$ cat src/include/spi_port_pkg.sv
// Purpose: shared constants for the serial port block
// Assumes: 32-bit register bus, byte addresses
// Notes: one-hot state codes are written out
package spi_port_pkg;
	// ************************************************************
	// register map
	// ************************************************************
	localparam logic [31:0] WIN_LO = 32'h4000_1820;
	localparam logic [31:0] WIN_HI = 32'h4000_1BFF;
	localparam logic [31:0] CFG_ADDR = 32'h4000_1820;
	localparam logic [31:0] DATA_ADDR = 32'h4000_1824;
	localparam logic [31:0] CLKCFG_ADDR = 32'h4000_1828;
	localparam logic [31:0] STAT_ADDR = 32'h4000_182C;
	localparam logic [31:0] IRQ_CLR_ADDR = 32'h4000_1830;

	// ************************************************************
	// field positions
	// ************************************************************
	localparam int CFG_SAMPLE_BIT = 5;
	localparam int CFG_SSEL_BIT = 6;
	localparam int CFG_EN_BIT = 7;
	localparam int CLK_CPOL_BIT = 0;
	localparam int CLK_CPHA_BIT = 1;
	localparam int CLK_DIV_LSB = 2;
	localparam int CLK_DIV_W = 6;
	localparam int ST_RX_OVERRUN_FLAG_BIT = 0;
	localparam int ST_RX_FULL_FLAG_BIT = 1;
	localparam int ST_TX_EMPTY_FLAG_BIT = 2;
	localparam int ST_WRITE_COLLISION_FLAG_BIT = 3;
	localparam int ST_BUSY_BIT = 4;
	localparam int ST_CLRTX_BIT = 7;

	// ************************************************************
	// reset values
	// ************************************************************
	localparam logic [7:0] CFG_RESET = 8'h40;
	localparam logic [7:0] CLKCFG_RESET = 8'h07;
	localparam logic [3:0] FLAGS_RESET = 4'h4;
	localparam logic [3:0] EDGE_LAST = 4'hF;

	typedef enum logic [1:0] {
		ST_IDLE = 2'b01,
		ST_XFER = 2'b10
	} xfer_state_e;
endpackage : spi_port_pkg

$ cat src/verilog/spi_clk_div.sv
// Purpose: half-period tick for the serial clock
// Assumes: div is stable while run is high
// Notes: one tick every div+1 cycles, so a full period is 2*(div+1)
`timescale 1ns/10ps
`default_nettype none
module spi_clk_div (
	input wire logic clk,
	input wire logic srst,
	input wire logic run,
	input wire logic [5:0] div,
	output logic tick
);
	logic [5:0] cnt_q;
	logic [5:0] cnt_d;

	always_comb begin
		cnt_d = cnt_q + 6'h01;
		if (!run || cnt_q == div) begin
			cnt_d = 6'h00;
		end
	end

	always_ff @(posedge clk) begin
		if (srst) begin
			cnt_q <= 6'h00;
		end else begin
			cnt_q <= cnt_d;
		end
	end

	// restarts from zero each frame so the first edge is a full half period late
	assign tick = run && (cnt_q == div);
endmodule : spi_clk_div
`default_nettype wire

$ cat src/verilog/spi_master_port.sv
// Purpose: register-mapped serial master with buffers and interrupt
// Assumes: single clock, bus strobes one cycle long, never together
// Notes: transfers are 8 bits, msb first
//
// Local design decision: strobed register access.
`timescale 1ns/10ps
`default_nettype none
// What this block does
// - config bits 0-3 enable four interrupts
// - bit 5 picks miso capture edge
// - bit 6 drives slave select, resets high
// - bit 7 enables port, resets off
// - unassigned bits read zero, ignore writes
// - data write fills tx buffer, clears empty
// - data read returns rx buffer, clears full
// - write into full tx buffer collides
// - serial period is 2*(divider+1) cycles
// - polarity sets idle, phase picks edge
// - byte into full rx buffer overruns
// - tx empty sets on load, resets high
module spi_master_port (
	input wire logic clk,
	input wire logic srst,
	input wire logic [31:0] addr,
	input wire logic [31:0] wdata,
	input wire logic wr,
	input wire logic rd,
	output logic [31:0] rdata,
	output logic irq,
	output logic sck,
	output logic mosi,
	input wire logic miso,
	output logic ssel
);
	// ************************************************************
	// state
	// ************************************************************
	logic [7:0] cfg_q, cfg_d;
	logic [7:0] clkcfg_q, clkcfg_d;
	logic [3:0] flags_q, flags_d;
	logic [7:0] tx_buf_q, tx_buf_d;
	logic [7:0] rx_buf_q, rx_buf_d;
	logic [31:0] rdata_q, rdata_d;
	logic irq_q, irq_d;
	spi_port_pkg::xfer_state_e state_q, state_d;
	logic [7:0] tx_sh_q, tx_sh_d;
	logic [7:0] rx_sh_q, rx_sh_d;
	logic [3:0] edge_q, edge_d;
	logic sck_q, sck_d;
	logic mosi_q, mosi_d;
	logic tick;
	logic load, arrive, sample_now, shift_now;
	logic [7:0] rx_next, rx_byte;
	logic wr_cfg, wr_data, wr_clk, wr_stat, wr_clr, rd_data, rd_stat;
	logic en, cpol, cpha;

	function automatic logic hit(input logic [31:0] a, input logic [31:0] reg_addr);
		hit = (a == reg_addr);
	endfunction : hit

	assign en = cfg_q[spi_port_pkg::CFG_EN_BIT];
	assign cpol = clkcfg_q[spi_port_pkg::CLK_CPOL_BIT];
	assign cpha = clkcfg_q[spi_port_pkg::CLK_CPHA_BIT];

	// ************************************************************
	// bus decode
	// ************************************************************
	always_comb begin
		wr_cfg = 1'b0;
		wr_data = 1'b0;
		wr_clk = 1'b0;
		wr_stat = 1'b0;
		wr_clr = 1'b0;
		rd_data = 1'b0;
		rd_stat = 1'b0;
		// exact match only: stray addresses inside the window fall through unanswered
		if (hit(addr, spi_port_pkg::CFG_ADDR)) begin
			wr_cfg = wr;
		end else if (hit(addr, spi_port_pkg::DATA_ADDR)) begin
			wr_data = wr;
			rd_data = rd;
		end else if (hit(addr, spi_port_pkg::CLKCFG_ADDR)) begin
			wr_clk = wr;
		end else if (hit(addr, spi_port_pkg::STAT_ADDR)) begin
			wr_stat = wr;
			rd_stat = rd;
		end else if (hit(addr, spi_port_pkg::IRQ_CLR_ADDR)) begin
			wr_clr = wr;
		end
	end

	spi_clk_div u_div (
		.clk(clk),
		.srst(srst),
		.run(en && state_q == spi_port_pkg::ST_XFER),
		.div(clkcfg_q[spi_port_pkg::CLK_DIV_LSB +: spi_port_pkg::CLK_DIV_W]),
		.tick(tick)
	);

	// ************************************************************
	// shift engine
	// ************************************************************
	always_comb begin
		state_d = state_q;
		tx_sh_d = tx_sh_q;
		rx_sh_d = rx_sh_q;
		edge_d = edge_q;
		sck_d = sck_q;
		mosi_d = mosi_q;
		load = 1'b0;
		arrive = 1'b0;
		// even edges lead; phase picks which parity samples
		sample_now = tick && (edge_q[0] == cpha);
		shift_now = tick && (edge_q[0] != cpha);
		rx_next = {rx_sh_q[6:0], miso};
		// the last edge is not always a capture edge, so the byte may already be whole
		rx_byte = (cfg_q[spi_port_pkg::CFG_SAMPLE_BIT] ? shift_now : sample_now) ? rx_next : rx_sh_q;
		case (state_q)
			spi_port_pkg::ST_IDLE: begin
				sck_d = cpol;
				edge_d = 4'h0;
				// a frame starts one cycle after the buffer fills, which costs one idle cycle
				if (en && !flags_q[spi_port_pkg::ST_TX_EMPTY_FLAG_BIT]) begin
					load = 1'b1;
					state_d = spi_port_pkg::ST_XFER;
					mosi_d = tx_buf_q[7];
					tx_sh_d = cpha ? tx_buf_q : {tx_buf_q[6:0], 1'b0};
				end
			end
			spi_port_pkg::ST_XFER: begin
				if (!en) begin
					// abort: buffers are left as they are
					state_d = spi_port_pkg::ST_IDLE;
					sck_d = cpol;
				end else if (tick) begin
					sck_d = !sck_q;
					edge_d = edge_q + 4'h1;
					if (cfg_q[spi_port_pkg::CFG_SAMPLE_BIT] ? shift_now : sample_now) begin
						rx_sh_d = rx_next;
					end
					if (shift_now) begin
						mosi_d = tx_sh_q[7];
						tx_sh_d = {tx_sh_q[6:0], 1'b0};
					end
					if (edge_q == spi_port_pkg::EDGE_LAST) begin
						arrive = 1'b1;
						state_d = spi_port_pkg::ST_IDLE;
					end
				end
			end
			default: begin
				state_d = spi_port_pkg::ST_IDLE;
			end
		endcase
	end

	always_ff @(posedge clk) begin
		if (srst) begin
			state_q <= spi_port_pkg::ST_IDLE;
			tx_sh_q <= 8'h00;
			rx_sh_q <= 8'h00;
			edge_q <= 4'h0;
			sck_q <= spi_port_pkg::CLKCFG_RESET[spi_port_pkg::CLK_CPOL_BIT];
			mosi_q <= 1'b0;
		end else begin
			state_q <= state_d;
			tx_sh_q <= tx_sh_d;
			rx_sh_q <= rx_sh_d;
			edge_q <= edge_d;
			sck_q <= sck_d;
			mosi_q <= mosi_d;
		end
	end

	// ************************************************************
	// registers and flags
	// ************************************************************
	always_comb begin
		cfg_d = cfg_q;
		clkcfg_d = clkcfg_q;
		flags_d = flags_q;
		tx_buf_d = tx_buf_q;
		rx_buf_d = rx_buf_q;
		rdata_d = 32'h0000_0000;
		// clears first so a same-cycle set wins
		if (rd_stat) begin
			flags_d[spi_port_pkg::ST_RX_OVERRUN_FLAG_BIT] = 1'b0;
			flags_d[spi_port_pkg::ST_WRITE_COLLISION_FLAG_BIT] = 1'b0;
		end
		if (wr_clr) begin
			flags_d[spi_port_pkg::ST_RX_OVERRUN_FLAG_BIT] = flags_d[spi_port_pkg::ST_RX_OVERRUN_FLAG_BIT] & ~wdata[spi_port_pkg::ST_RX_OVERRUN_FLAG_BIT];
			flags_d[spi_port_pkg::ST_WRITE_COLLISION_FLAG_BIT] = flags_d[spi_port_pkg::ST_WRITE_COLLISION_FLAG_BIT] & ~wdata[spi_port_pkg::ST_WRITE_COLLISION_FLAG_BIT];
		end
		if (rd_data) begin
			flags_d[spi_port_pkg::ST_RX_FULL_FLAG_BIT] = 1'b0;
		end
		if (wr_cfg) begin
			cfg_d = {wdata[7:5], 1'b0, wdata[3:0]};
		end
		if (wr_clk) begin
			clkcfg_d = wdata[7:0];
		end
		if (load || (wr_stat && wdata[spi_port_pkg::ST_CLRTX_BIT])) begin
			flags_d[spi_port_pkg::ST_TX_EMPTY_FLAG_BIT] = 1'b1;
		end
		if (wr_data) begin
			// a load in this cycle frees the buffer in time
			if (flags_q[spi_port_pkg::ST_TX_EMPTY_FLAG_BIT] || load) begin
				tx_buf_d = wdata[7:0];
				flags_d[spi_port_pkg::ST_TX_EMPTY_FLAG_BIT] = 1'b0;
			end else begin
				flags_d[spi_port_pkg::ST_WRITE_COLLISION_FLAG_BIT] = 1'b1;
			end
		end
		if (arrive) begin
			if (!flags_q[spi_port_pkg::ST_RX_FULL_FLAG_BIT] || rd_data) begin
				rx_buf_d = rx_byte;
				flags_d[spi_port_pkg::ST_RX_FULL_FLAG_BIT] = 1'b1;
			end else begin
				flags_d[spi_port_pkg::ST_RX_OVERRUN_FLAG_BIT] = 1'b1;
			end
		end
		if (rd_stat) begin
			rdata_d[3:0] = flags_q;
			rdata_d[spi_port_pkg::ST_BUSY_BIT] = (state_q == spi_port_pkg::ST_XFER);
		end else if (rd && hit(addr, spi_port_pkg::CFG_ADDR)) begin
			rdata_d[7:0] = cfg_q;
		end else if (rd_data) begin
			rdata_d[7:0] = rx_buf_q;
		end else if (rd && hit(addr, spi_port_pkg::CLKCFG_ADDR)) begin
			rdata_d[7:0] = clkcfg_q;
		end
		irq_d = |(flags_d & cfg_d[3:0]);
	end

	always_ff @(posedge clk) begin
		if (srst) begin
			cfg_q <= spi_port_pkg::CFG_RESET;
			clkcfg_q <= spi_port_pkg::CLKCFG_RESET;
			flags_q <= spi_port_pkg::FLAGS_RESET;
			tx_buf_q <= 8'h00;
			rx_buf_q <= 8'h00;
			rdata_q <= 32'h0000_0000;
			irq_q <= 1'b0;
		end else begin
			cfg_q <= cfg_d;
			clkcfg_q <= clkcfg_d;
			flags_q <= flags_d;
			tx_buf_q <= tx_buf_d;
			rx_buf_q <= rx_buf_d;
			rdata_q <= rdata_d;
			irq_q <= irq_d;
		end
	end

	assign rdata = rdata_q;
	assign irq = irq_q;
	assign sck = sck_q;
	assign mosi = mosi_q;
	assign ssel = cfg_q[spi_port_pkg::CFG_SSEL_BIT];
endmodule : spi_master_port
`default_nettype wire

$ cat config.mk
export PLATFORM = sky130hd
export DESIGN_NAME = spi_master_port
export DESIGN_NICKNAME = d
export VERILOG_FILES = /design/src/include/spi_port_pkg.sv /design/src/verilog/spi_clk_div.sv /design/src/verilog/spi_master_port.sv
export SDC_FILE = /design/constraint.sdc
export NUM_CORES = 1
export LEC_CHECK = 0
export ABC_CLOCK_PERIOD_IN_PS = 2800
export BUFFER_PORTS_ARGS = -buffer_cell sky130_fd_sc_hd__buf_2
export CORE_ASPECT_RATIO = 1.5
export CORE_MARGIN = 5
export CORE_UTILIZATION = 40
export CTS_CLUSTER_DIAMETER = 100
export DETAILED_ROUTE_END_ITERATION = 16
export PLACE_DENSITY = 0.6
export SYNTH_ARGS = -nofsm -noshare
export SYNTH_HDL_FRONTEND = slang
export SYNTH_HIERARCHICAL = 1
export SYNTH_SLANG_ARGS = --single-unit
$ cat constraint.sdc
create_clock -name clk -period 2.8 [get_ports clk]
set_input_delay 0 -clock clk [delete_from_list [all_inputs] [get_ports clk]]
set_output_delay 0 -clock clk [all_outputs]
set_load 0.02 [all_outputs]
# Word level (Yosys, flattened, before mapping)
# Index checks and enable logic that the tools add are counted.
# Widths: inputs -> output; s select.
# classes
add_sub_neg,2
mul,0
n_div,0
order_cmp,0
eq_ne,17
shifts,0
mux,68
bitwise,5
reduce_logical,27
# op_table
cell,count
$eq 32x31->1 const B,5
$mux 8,9
$mux 1,44
$pmux 8 s2,1
$mux 2,6
$mux 4,3
$reduce_and 3->1,3
$logic_and 1x1->1,8
$ne 2x2->1 const B,4
$pmux 4 s2,1
$add 6x1->6 const B,1
$eq 6x6->1,1
$ne 3x3->1 const B,2
$reduce_and 2->1,3
$mux 5,1
$reduce_and 5->1,1
$add 4x1->4 const B,1
$and 4x4->4,1
$eq 4x4->1 const B,1
$logic_not 1->1,4
$logic_or 1x1->1,4
$pmux 1 s2,2
$pmux 2 s2,1
$reduce_or 2->1,2
8 further kinds,10
# totals
register_bits,98
latchBits,0
ram_bits,0
romBits,0
input_bits,69
output_inout_bits,36
wordCells,136
mem_count,0

# Longest topological paths before layout
# Gate-level depths: netlist of run 1.
# logic_depth
ltp_word,12
mapped_depth,11
mapped_depth_nobuf,8

# Cells and area by module
# The synthesis of run 1 kept the hierarchy.
# by_module_without_submodules
module,n_inst,cells_each,area_each_um2,seq_area_each_um2
spi_master_port,1,371,3296.9,1361.3
spi_clk_div,1,34,340.3,120.1

# Worst setup path before layout of run 1
# No wires, ideal clock.
# synth_path
path_kind,reg-to-reg
from,reg u_div.cnt_q[4]
to,reg rx_buf_q[5]
setup_ns,0.086
arrival_time_ns,2.428
required_time_ns,2.714
setup_slack_ns,0.286
stages_incl_launch_ff,12
n_path_buf,3
period_less_slack_ns,2.514
path_cell_list,dfxtp_1 xor2_1 nor4_4 and3_1 clkbuf_1 and3_1 clkbuf_1 nand4_1 a21oi_4 buf_4 nor2_1 a211oi_1
# synth_via
elab_chain_cells,6
word_cells_on_any_way,10
cone_classes,1 x eq/ne; 5 x mux; 4 x reduce/logical
# synth_lines
item,line,rtl
start: declaration,spi_clk_div.sv:13,logic [5:0] cnt_q;
start signal: assignment,spi_clk_div.sv:27,cnt_q <= cnt_d;
$eq 6x6->1 (*),spi_clk_div.sv:32,assign tick = run && (cnt_q == div);
$logic_and 1x1->1 (*),spi_clk_div.sv:32,
via tick,spi_master_port.sv:51,logic tick;
$mux 1,spi_master_port.sv:135,end else if (tick) begin
$mux 1,spi_master_port.sv:131,if (!en) begin
$mux 1,spi_master_port.sv:118,case (state_q)
$reduce_and 2->1 (no source line),n/a,
end signal: assignment,spi_master_port.sv:250,rx_buf_q <= rx_buf_d;
end: declaration,spi_master_port.sv:42,"logic [7:0] rx_buf_q, rx_buf_d;"
# The timed path passes the listed nets; every way through them passes the cells marked *.
# A chain may end at the register's enable or synchronous reset.

# Worst setup path after layout of run 1
# layout_path
from,reg u_div.cnt_q[2]
to,reg irq_q (netlist: irq)
# layout_via
elab_chain_cells,8
# layout_lines
item,line,rtl
$eq 6x6->1,spi_clk_div.sv:32,
$logic_and 1x1->1,spi_clk_div.sv:32,
via tick,spi_master_port.sv:51,
$mux 1,spi_master_port.sv:135,
$mux 1,spi_master_port.sv:131,
$mux 1,spi_master_port.sv:118,
$mux 2,spi_master_port.sv:215,if (arrive) begin
$and 4x4->4,spi_master_port.sv:233,irq_d = |(flags_d & cfg_d[3:0]);
$reduce_or 4->1,spi_master_port.sv:233,
end signal: assignment,spi_master_port.sv:252,irq_q <= irq_d;
end: declaration,spi_master_port.sv:44,"logic irq_q, irq_d;"
# The timed path passes the listed nets, and every way through them passes these cells.

==> results.py, run 1 <==
metrics = {
    "run_status": {
        "status": "finished clean",
    },
    "grt": {
        "grt_max_degree": 33,
        "grt_pass1_wl_mm": 15.4,
        "antenna_found_initial": 0,
        "grt-ovfl-total": 0,
        "grtUsageTotal_pct": 17.5,
        "grt_pass1_vias": 3150,
    },
    "floorplanning": {
        "die_h_um": 127,
        "die_w_um": 87.9,
        "io_pins": 105,
        "die-area_mm2": 0.0111,
        "initial_core_util_pct": 41.0,
        "rows": 42,
        "core_mm2": 0.00888,
    },
    "yosys": {
        "ys_seq_elements": 74,
        "ys_async_sr_fraction_pct": 0,
        "synth-main-ff-cell": "dfxtp_1",
        "synth_edf_count": 0,
        "syn_inst": 405,
        "yosysUniqueCellTypes": 50,
        "seq_area_frac_synth_pct": 40.7,
        "syn_avg_cell_area_um2": 8.98,
        "ys_warn_count": 6,
        "synth_area_mm2": 0.00364,
    },
    "drt": {
        "wl_mm": 8.92,
        "vias_per_cell": 5.23,
        "ant_nets": 0,
        "drc": 0,
        "wl_per_cell_um": 15.1,
        "vias": 3090,
        "initialDrtViolationCount": 179,
        "drt_pass1_iterations": 4,
    },
    "sta": {
        "tns_ns": 0,
        "finClkSkew_ns": 0.00838,
        "fin_hold_ws_ns": 0.106,
        "finalCriticalPeriod_ns": 2.48,
        "fin_crit_sh_pct": 88.6,
        "max_freq_ghz": 0.403,
        "max_slew_margin_pct": 53.6,
        "maxSlewViolCount": 0,
        "rsz0062_at_grt": "no",
        "worstMarginPinSlew_ns": 0.696,
        "setup-violations-final": 0,
        "hold_violations": 0,
    },
    "clock_tree": {
        "clk_pin_slew_ns": 0.05,
        "cts_max_path_buffers": 2,
        "cts_tree": "done",
        "insertion_delay_ns": 0.34,
        "cts_root_buffer": "clkbuf_16",
        "htree_levels": 3,
        "cts_made_buffers": 9,
        "cts_sinks": 74,
    },
    "power_and_ir_drop": {
        "power.density_mw_per_mm2": 566,
        "irDropWorstVdd_uv": 355,
        "total_leakage_power_uw": 0.00195,
    },
    "critical_path": {
        "cp.depth": 8,
        "reg2reg_depth": 8,
        "cp_data_required_time_ns": 3.04,
        "cp-end-kind": "register",
        "crit_type": "reg2reg",
        "cp_cell_sequence": "xor2_1 > nor2_1 > and3_1 > and3_1 > nand4_1 > a21boi_0 > o32a_1 > o221ai_2",
        "arrival_ns": 2.72,
        "start_kind": "register",
        "r2r-start": "u_div/cnt_q[2]$_SDFF_PP0_",
        "slowest_stage": "and3_1",
        "worst-path-buf-inv": 0,
        "slowest_delay_ns": 0.38,
        "cpMostUsedCell": "and3_1",
        "crit_family": "simple AND/OR/NAND/NOR gates",
        "cp_max_fo": 7,
        "crit_start": "u_div/cnt_q[2]$_SDFF_PP0_",
    },
    "placement": {
        "portBuffers": 56,
        "place_inst": 566,
        "globalplace.congestion": 0.810,
        "dp_hpwl_mm": 6.77,
    },
    "layout": {
        "post-route-util_pct": 50.1,
        "drive_above_1_share_pct": 21.4,
        "final_common_cell": "dfxtp_1",
        "fill_cells": 868,
        "final_cell_mix": "dfxtp_1 (74), nor2_1 (61), buf_2 (56)",
        "nets": 547,
        "area_delta_synth_final_pct": 22.4,
        "diodes": 0,
        "instances_no_fill": 591,
    },
    "min_path": {
        "min_path_type": "in2reg",
        "min_path_cells": 4,
        "hp-start": "addr[4]",
    },
    "job": {
        "drv_cap": 0,
    },
}
-- state kept, by name, indices dropped and copies added, names as in the netlist --
register     cells
irq              1
mosi             1
tx_buf_q         8
rx_buf_q         8
tx_sh_q          8
state_q          2
sck              1
rdata            8
cfg_q            7
rx_sh_q          8
flags_q          4
edge_q           4
clkcfg_q         8
u_div/cnt_q      6
-- synth_stat cells, drive strengths merged (2+ instances only) --
master	count	area, um^2
buf	26	193
nor3	5	25.0
and2	2	12.5
xor2	11	96.3
clkbuf	15	56.3
or2	2	12.5
nand2	23	86.3
xnor2	2	17.5
mux2	2	22.5
a21o	2	16.3
a211oi	19	143
mux2i	37	370
nand2b	4	25.0
and3	5	31.3
nor2b	5	31.3
o21ai	4	20.0
nor4b	4	53.8
nor4	13	133
a21oi	25	136
or4	2	18.8
nand4	6	43.8
inv	6	22.5
nor2	61	229
dfxtp	74	1480
ha	2	25.0
a222oi	5	50.1
a22oi	7	52.6
nor3b	2	15.0
nand3	22	110
-- routing by layer --
metal	part of all wire [%]	up-vias	routed length (um)	GRT usage, %
li1	-	1558	-	-
met1	40	1439	3580	20.3
met2	52	74	4610	29.3
met3	5.0	19	444	4.80
met4	3.2	0	283	8.13
met5	0	-	0	0
-- cell type report --
class / instances / area, um^2 / area share (%)
multi-input combinational: 307 / 1970 / 44.4
tap: 110 / 138 / 3.09
sequential: 74 / 1480 / 33.3
clock inverter: 4 / 97.6 / 2.19
timing repair buffer: 78 / 480 / 10.8
clock buffer: 12 / 256 / 5.76
inverter: 6 / 22.5 / 0.506
-- power breakdown --
group | internal (uW) | switching [uW] | total (uW)
registers | 1050 | 0.0000000663 | 1050
clock network | 919 | 430 | 1350
logic | 40.1 | 77.5 | 118
-- through the flow --
step                setup slack (ns)  power, uW  instance area (um^2)
CTS                            0.235       2540                  4450
global route                   0.133       2610                  4450
detailed placement             0.256       1180                  4000
floorplan                      0.286       1150                  3720
global placement               0.318       1180                  4000
finish                         0.320       2520                  4450
-- repair_timing --
action	CTS	global route
endpoints found under the hold margin	17	0
resized for setup	0	1
setup buffers	0	0
hold buffers	9	0
setup endpoints to repair	0	7
-- worst min-delay path: cells and delay by family --
kind                   cells  cell delay, ns
AO/OA/AOI/OAI              1            0.09
buffers and inverters      1            0.12
AND/OR/NAND/NOR            2            0.18
-- final timing paths --
path                                 to  slack (ns)
setup / recovery         irq$_SDFF_PP0_        0.32
hold / removal    flags_q[0]$_SDFF_PP0_        0.11
setup reg to reg         irq$_SDFF_PP0_        0.32
hold reg to reg       mosi$_SDFFE_PP0P_        0.48
-- cell families (layout without fill, tap and decap cells) --
logic type	after synthesis	count (layout)	synth area share, %
simple gates	158	158	23.4
flops	74	74	40.7
compound gates	71	71	13.7
buf+inv	47	100	7.46
mux	39	39	10.8
xor+xnor	13	13	3.13
fa+ha+maj	2	2	0.688
other cells	1	24	0.103
Note: power is estimated with default switching activity, not from simulation.
==> run 2, diff against run 1 <==
CORE_MARGIN = 4   (was 5)
RECOVER_POWER = 100   (was default)
==> run 2 against run 1 <==
Critical path depth unchanged. Largest power group unchanged. Final cell count is 0.34% higher. Critical endpoint is now tx_sh_q[0]$_SDFFE_PP0P_. Clock power shrank 19%.
==> results.py, run 2 (same netlist as run 1, synthesis figures left out) <==
metrics = {
    "power_and_ir_drop": {
        "power.density_mw_per_mm2": 522,
        "p_clk_share_pct": 48.2,
        "total_leakage_power_uw": 0.00186,
        "swShare_pct": 23.8,
        "p_int_uw": 1720,
        "pwr-share-comb_pct": 5.2,
        "p_seq_share_pct": 46.5,
        "p_switching_uw": 539,
        "irDropWorstVdd_uv": 317,
    },
    "layout": {
        "nets": 549,
        "post-route-util_pct": 49.1,
        "fill_cells": 869,
        "area_delta_synth_final_pct": 19.1,
        "final_common_cell": "dfxtp_1",
        "diodes": 0,
        "final_cell_mix": "dfxtp_1 (74), nor2_1 (61), buf_2 (44)",
        "drive_above_1_share_pct": 17.8,
    },
    "sta": {
        "tns_ns": 0,
        "max_freq_ghz": 0.402,
        "worstMarginPinSlew_ns": 1.14,
        "finClkSkew_ns": 0.00761,
        "rsz0062_at_grt": "no",
        "maxSlewViolCount": 0,
        "hold_violations": 0,
        "setup-violations-final": 0,
        "max_slew_margin_pct": 23.5,
        "finalCriticalPeriod_ns": 2.49,
        "fin_crit_sh_pct": 88.8,
        "timing.final.ws_setup_ns": 0.314,
    },
    "critical_path": {
        "slowest_delay_ns": 0.86,
        "worst-path-buf-inv": 0,
        "cp_data_required_time_ns": 3.01,
        "slowest_stage": "o21ai_1",
        "cp_max_fo": 18,
        "cp_cell_sequence": "xor2_1 > nor4_4 > and3_1 > and3_1 > o21ai_1 > nor2_1 > a21oi_1 > nor2_1",
        "crit_family": "compound AO/OA/AOI/OAI gates",
        "cp-end-kind": "register",
        "crit_type": "reg2reg",
        "arrival_ns": 2.70,
        "start_kind": "register",
    },
    "run_status": {
        "status": "finished clean",
    },
    "floorplanning": {
        "die_h_um": 125,
        "initial_core_util_pct": 41.2,
        "io_pins": 105,
        "die_w_um": 85.9,
        "rows": 42,
        "core_mm2": 0.00883,
        "die-area_mm2": 0.0107,
    },
    "drt": {
        "wl_per_cell_um": 14.9,
        "wl_mm": 8.84,
        "vias": 3144,
        "ant_nets": 0,
        "initialDrtViolationCount": 144,
        "drt_pass1_iterations": 6,
        "drc": 0,
        "vias_per_cell": 5.30,
    },
    "placement": {
        "dp_hpwl_mm": 6.62,
        "place_ws_ns": 0.324,
        "portBuffers": 56,
        "globalplace.congestion": 0.824,
    },
    "clock_tree": {
        "htree_levels": 3,
        "cts_made_buffers": 9,
        "cts_root_buffer": "clkbuf_16",
        "cts_tree": "done",
        "insertion_delay_ns": 0.34,
        "clk_pin_slew_ns": 0.06,
        "cts_max_path_buffers": 2,
        "cts_sinks": 74,
        "cts_resized": 0,
    },
    "grt": {
        "grt_max_degree": 40,
        "grt_pass1_wl_mm": 14.5,
        "grtUsageTotal_pct": 16.9,
        "grt-ovfl-total": 0,
        "grt_pass1_vias": 3104,
        "antenna_found_initial": 0,
    },
    "job": {
        "drv_cap": 0,
    },
    "min_path": {
        "min_path_type": "in2reg",
    },
}
## run 2: changes by cell type in the layout (fill, tap and decap cells not counted), sizes merged
cell,previous run,this run
buf,69,53
clkinv,0,1
inv,6,8
clkinvlp,1,3
clkbuf,12,28
bufinv,3,0
## run 2: power groups by stage
stage	registers [uW]	logic [uW]	clock network, uW
finish	1050	119	1090
global route	1050	127	1170
CTS	1050	117	1130
detailed placement	1080	108	0
global placement	1080	106	0
floorplan	1080	78.2	0
## run 2: final cells by class
class,instances,area (um^2),share of cell area [%]
well taps,110,138,3.18
multi-input cells,307,1950,45.1
clock inverters,6,48.8,1.13
repair buffers,80,448,10.3
clock buffers,10,239,5.52
inverters,6,22.5,0.520
flip-flops and latches,74,1480,34.2
## run 2: worst register-to-register path, stage by stage, from the launching register on
cell and delay [ns]:
dfxtp_1 0.44, xor2_1 0.26, nor4_4 0.08, and3_1 0.23
and3_1 0.16, o21ai_1 0.86, nor2_1 0.12, a21oi_1 0.16
nor2_1 0.05
## run 2: metal layers
| layer | GRT usage (%) | vias to the layer above | routed length [um] |
|---|---|---|---|
| met1 | 18.1 | 1455 | 3460 |
| li1 | - | 1566 | - |
| met3 | 3.71 | 27 | 402 |
| met2 | 30.1 | 96 | 4640 |
| met4 | 9.04 | 0 | 335 |
| met5 | 0 | - | 0 |
## run 2: through the flow
| step | total power [uW] | area (um^2) | hold slack (ns) | instances |
|---|---|---|---|---|
| floorplan | 1150 | 3720 | 0.128 | 428 |
| global placement | 1180 | 4020 | 0.255 | 568 |
| detailed placement | 1180 | 4020 | 0.262 | 568 |
| CTS | 2300 | 4400 | 0.0875 | 593 |
| global route | 2350 | 4330 | 0.112 | 593 |
| finish | 2260 | 4330 | 0.0955 | 593 |
## run 2: repair_timing
item	CTS	global route
hold endpoints to repair	18	0
buffers inserted	0	0
hold buffers	9	0
endpoints found under the setup margin	0	0
## run 2: path summary, 6_finish.rpt
check,startpoint,endpoint,slack (ns),depth (start not counted)
max,u_div/cnt_q[3]$_SDFF_PP0_,tx_sh_q[0]$_SDFFE_PP0P_,0.31,8
min,srst,tx_sh_q[7]$_SDFFE_PP0P_,0.1,2
max reg2reg,u_div/cnt_q[3]$_SDFF_PP0_,tx_sh_q[0]$_SDFFE_PP0P_,0.31,8
min reg2reg,tx_sh_q[7]$_SDFFE_PP0P_,tx_sh_q[7]$_SDFFE_PP0P_,0.49,2
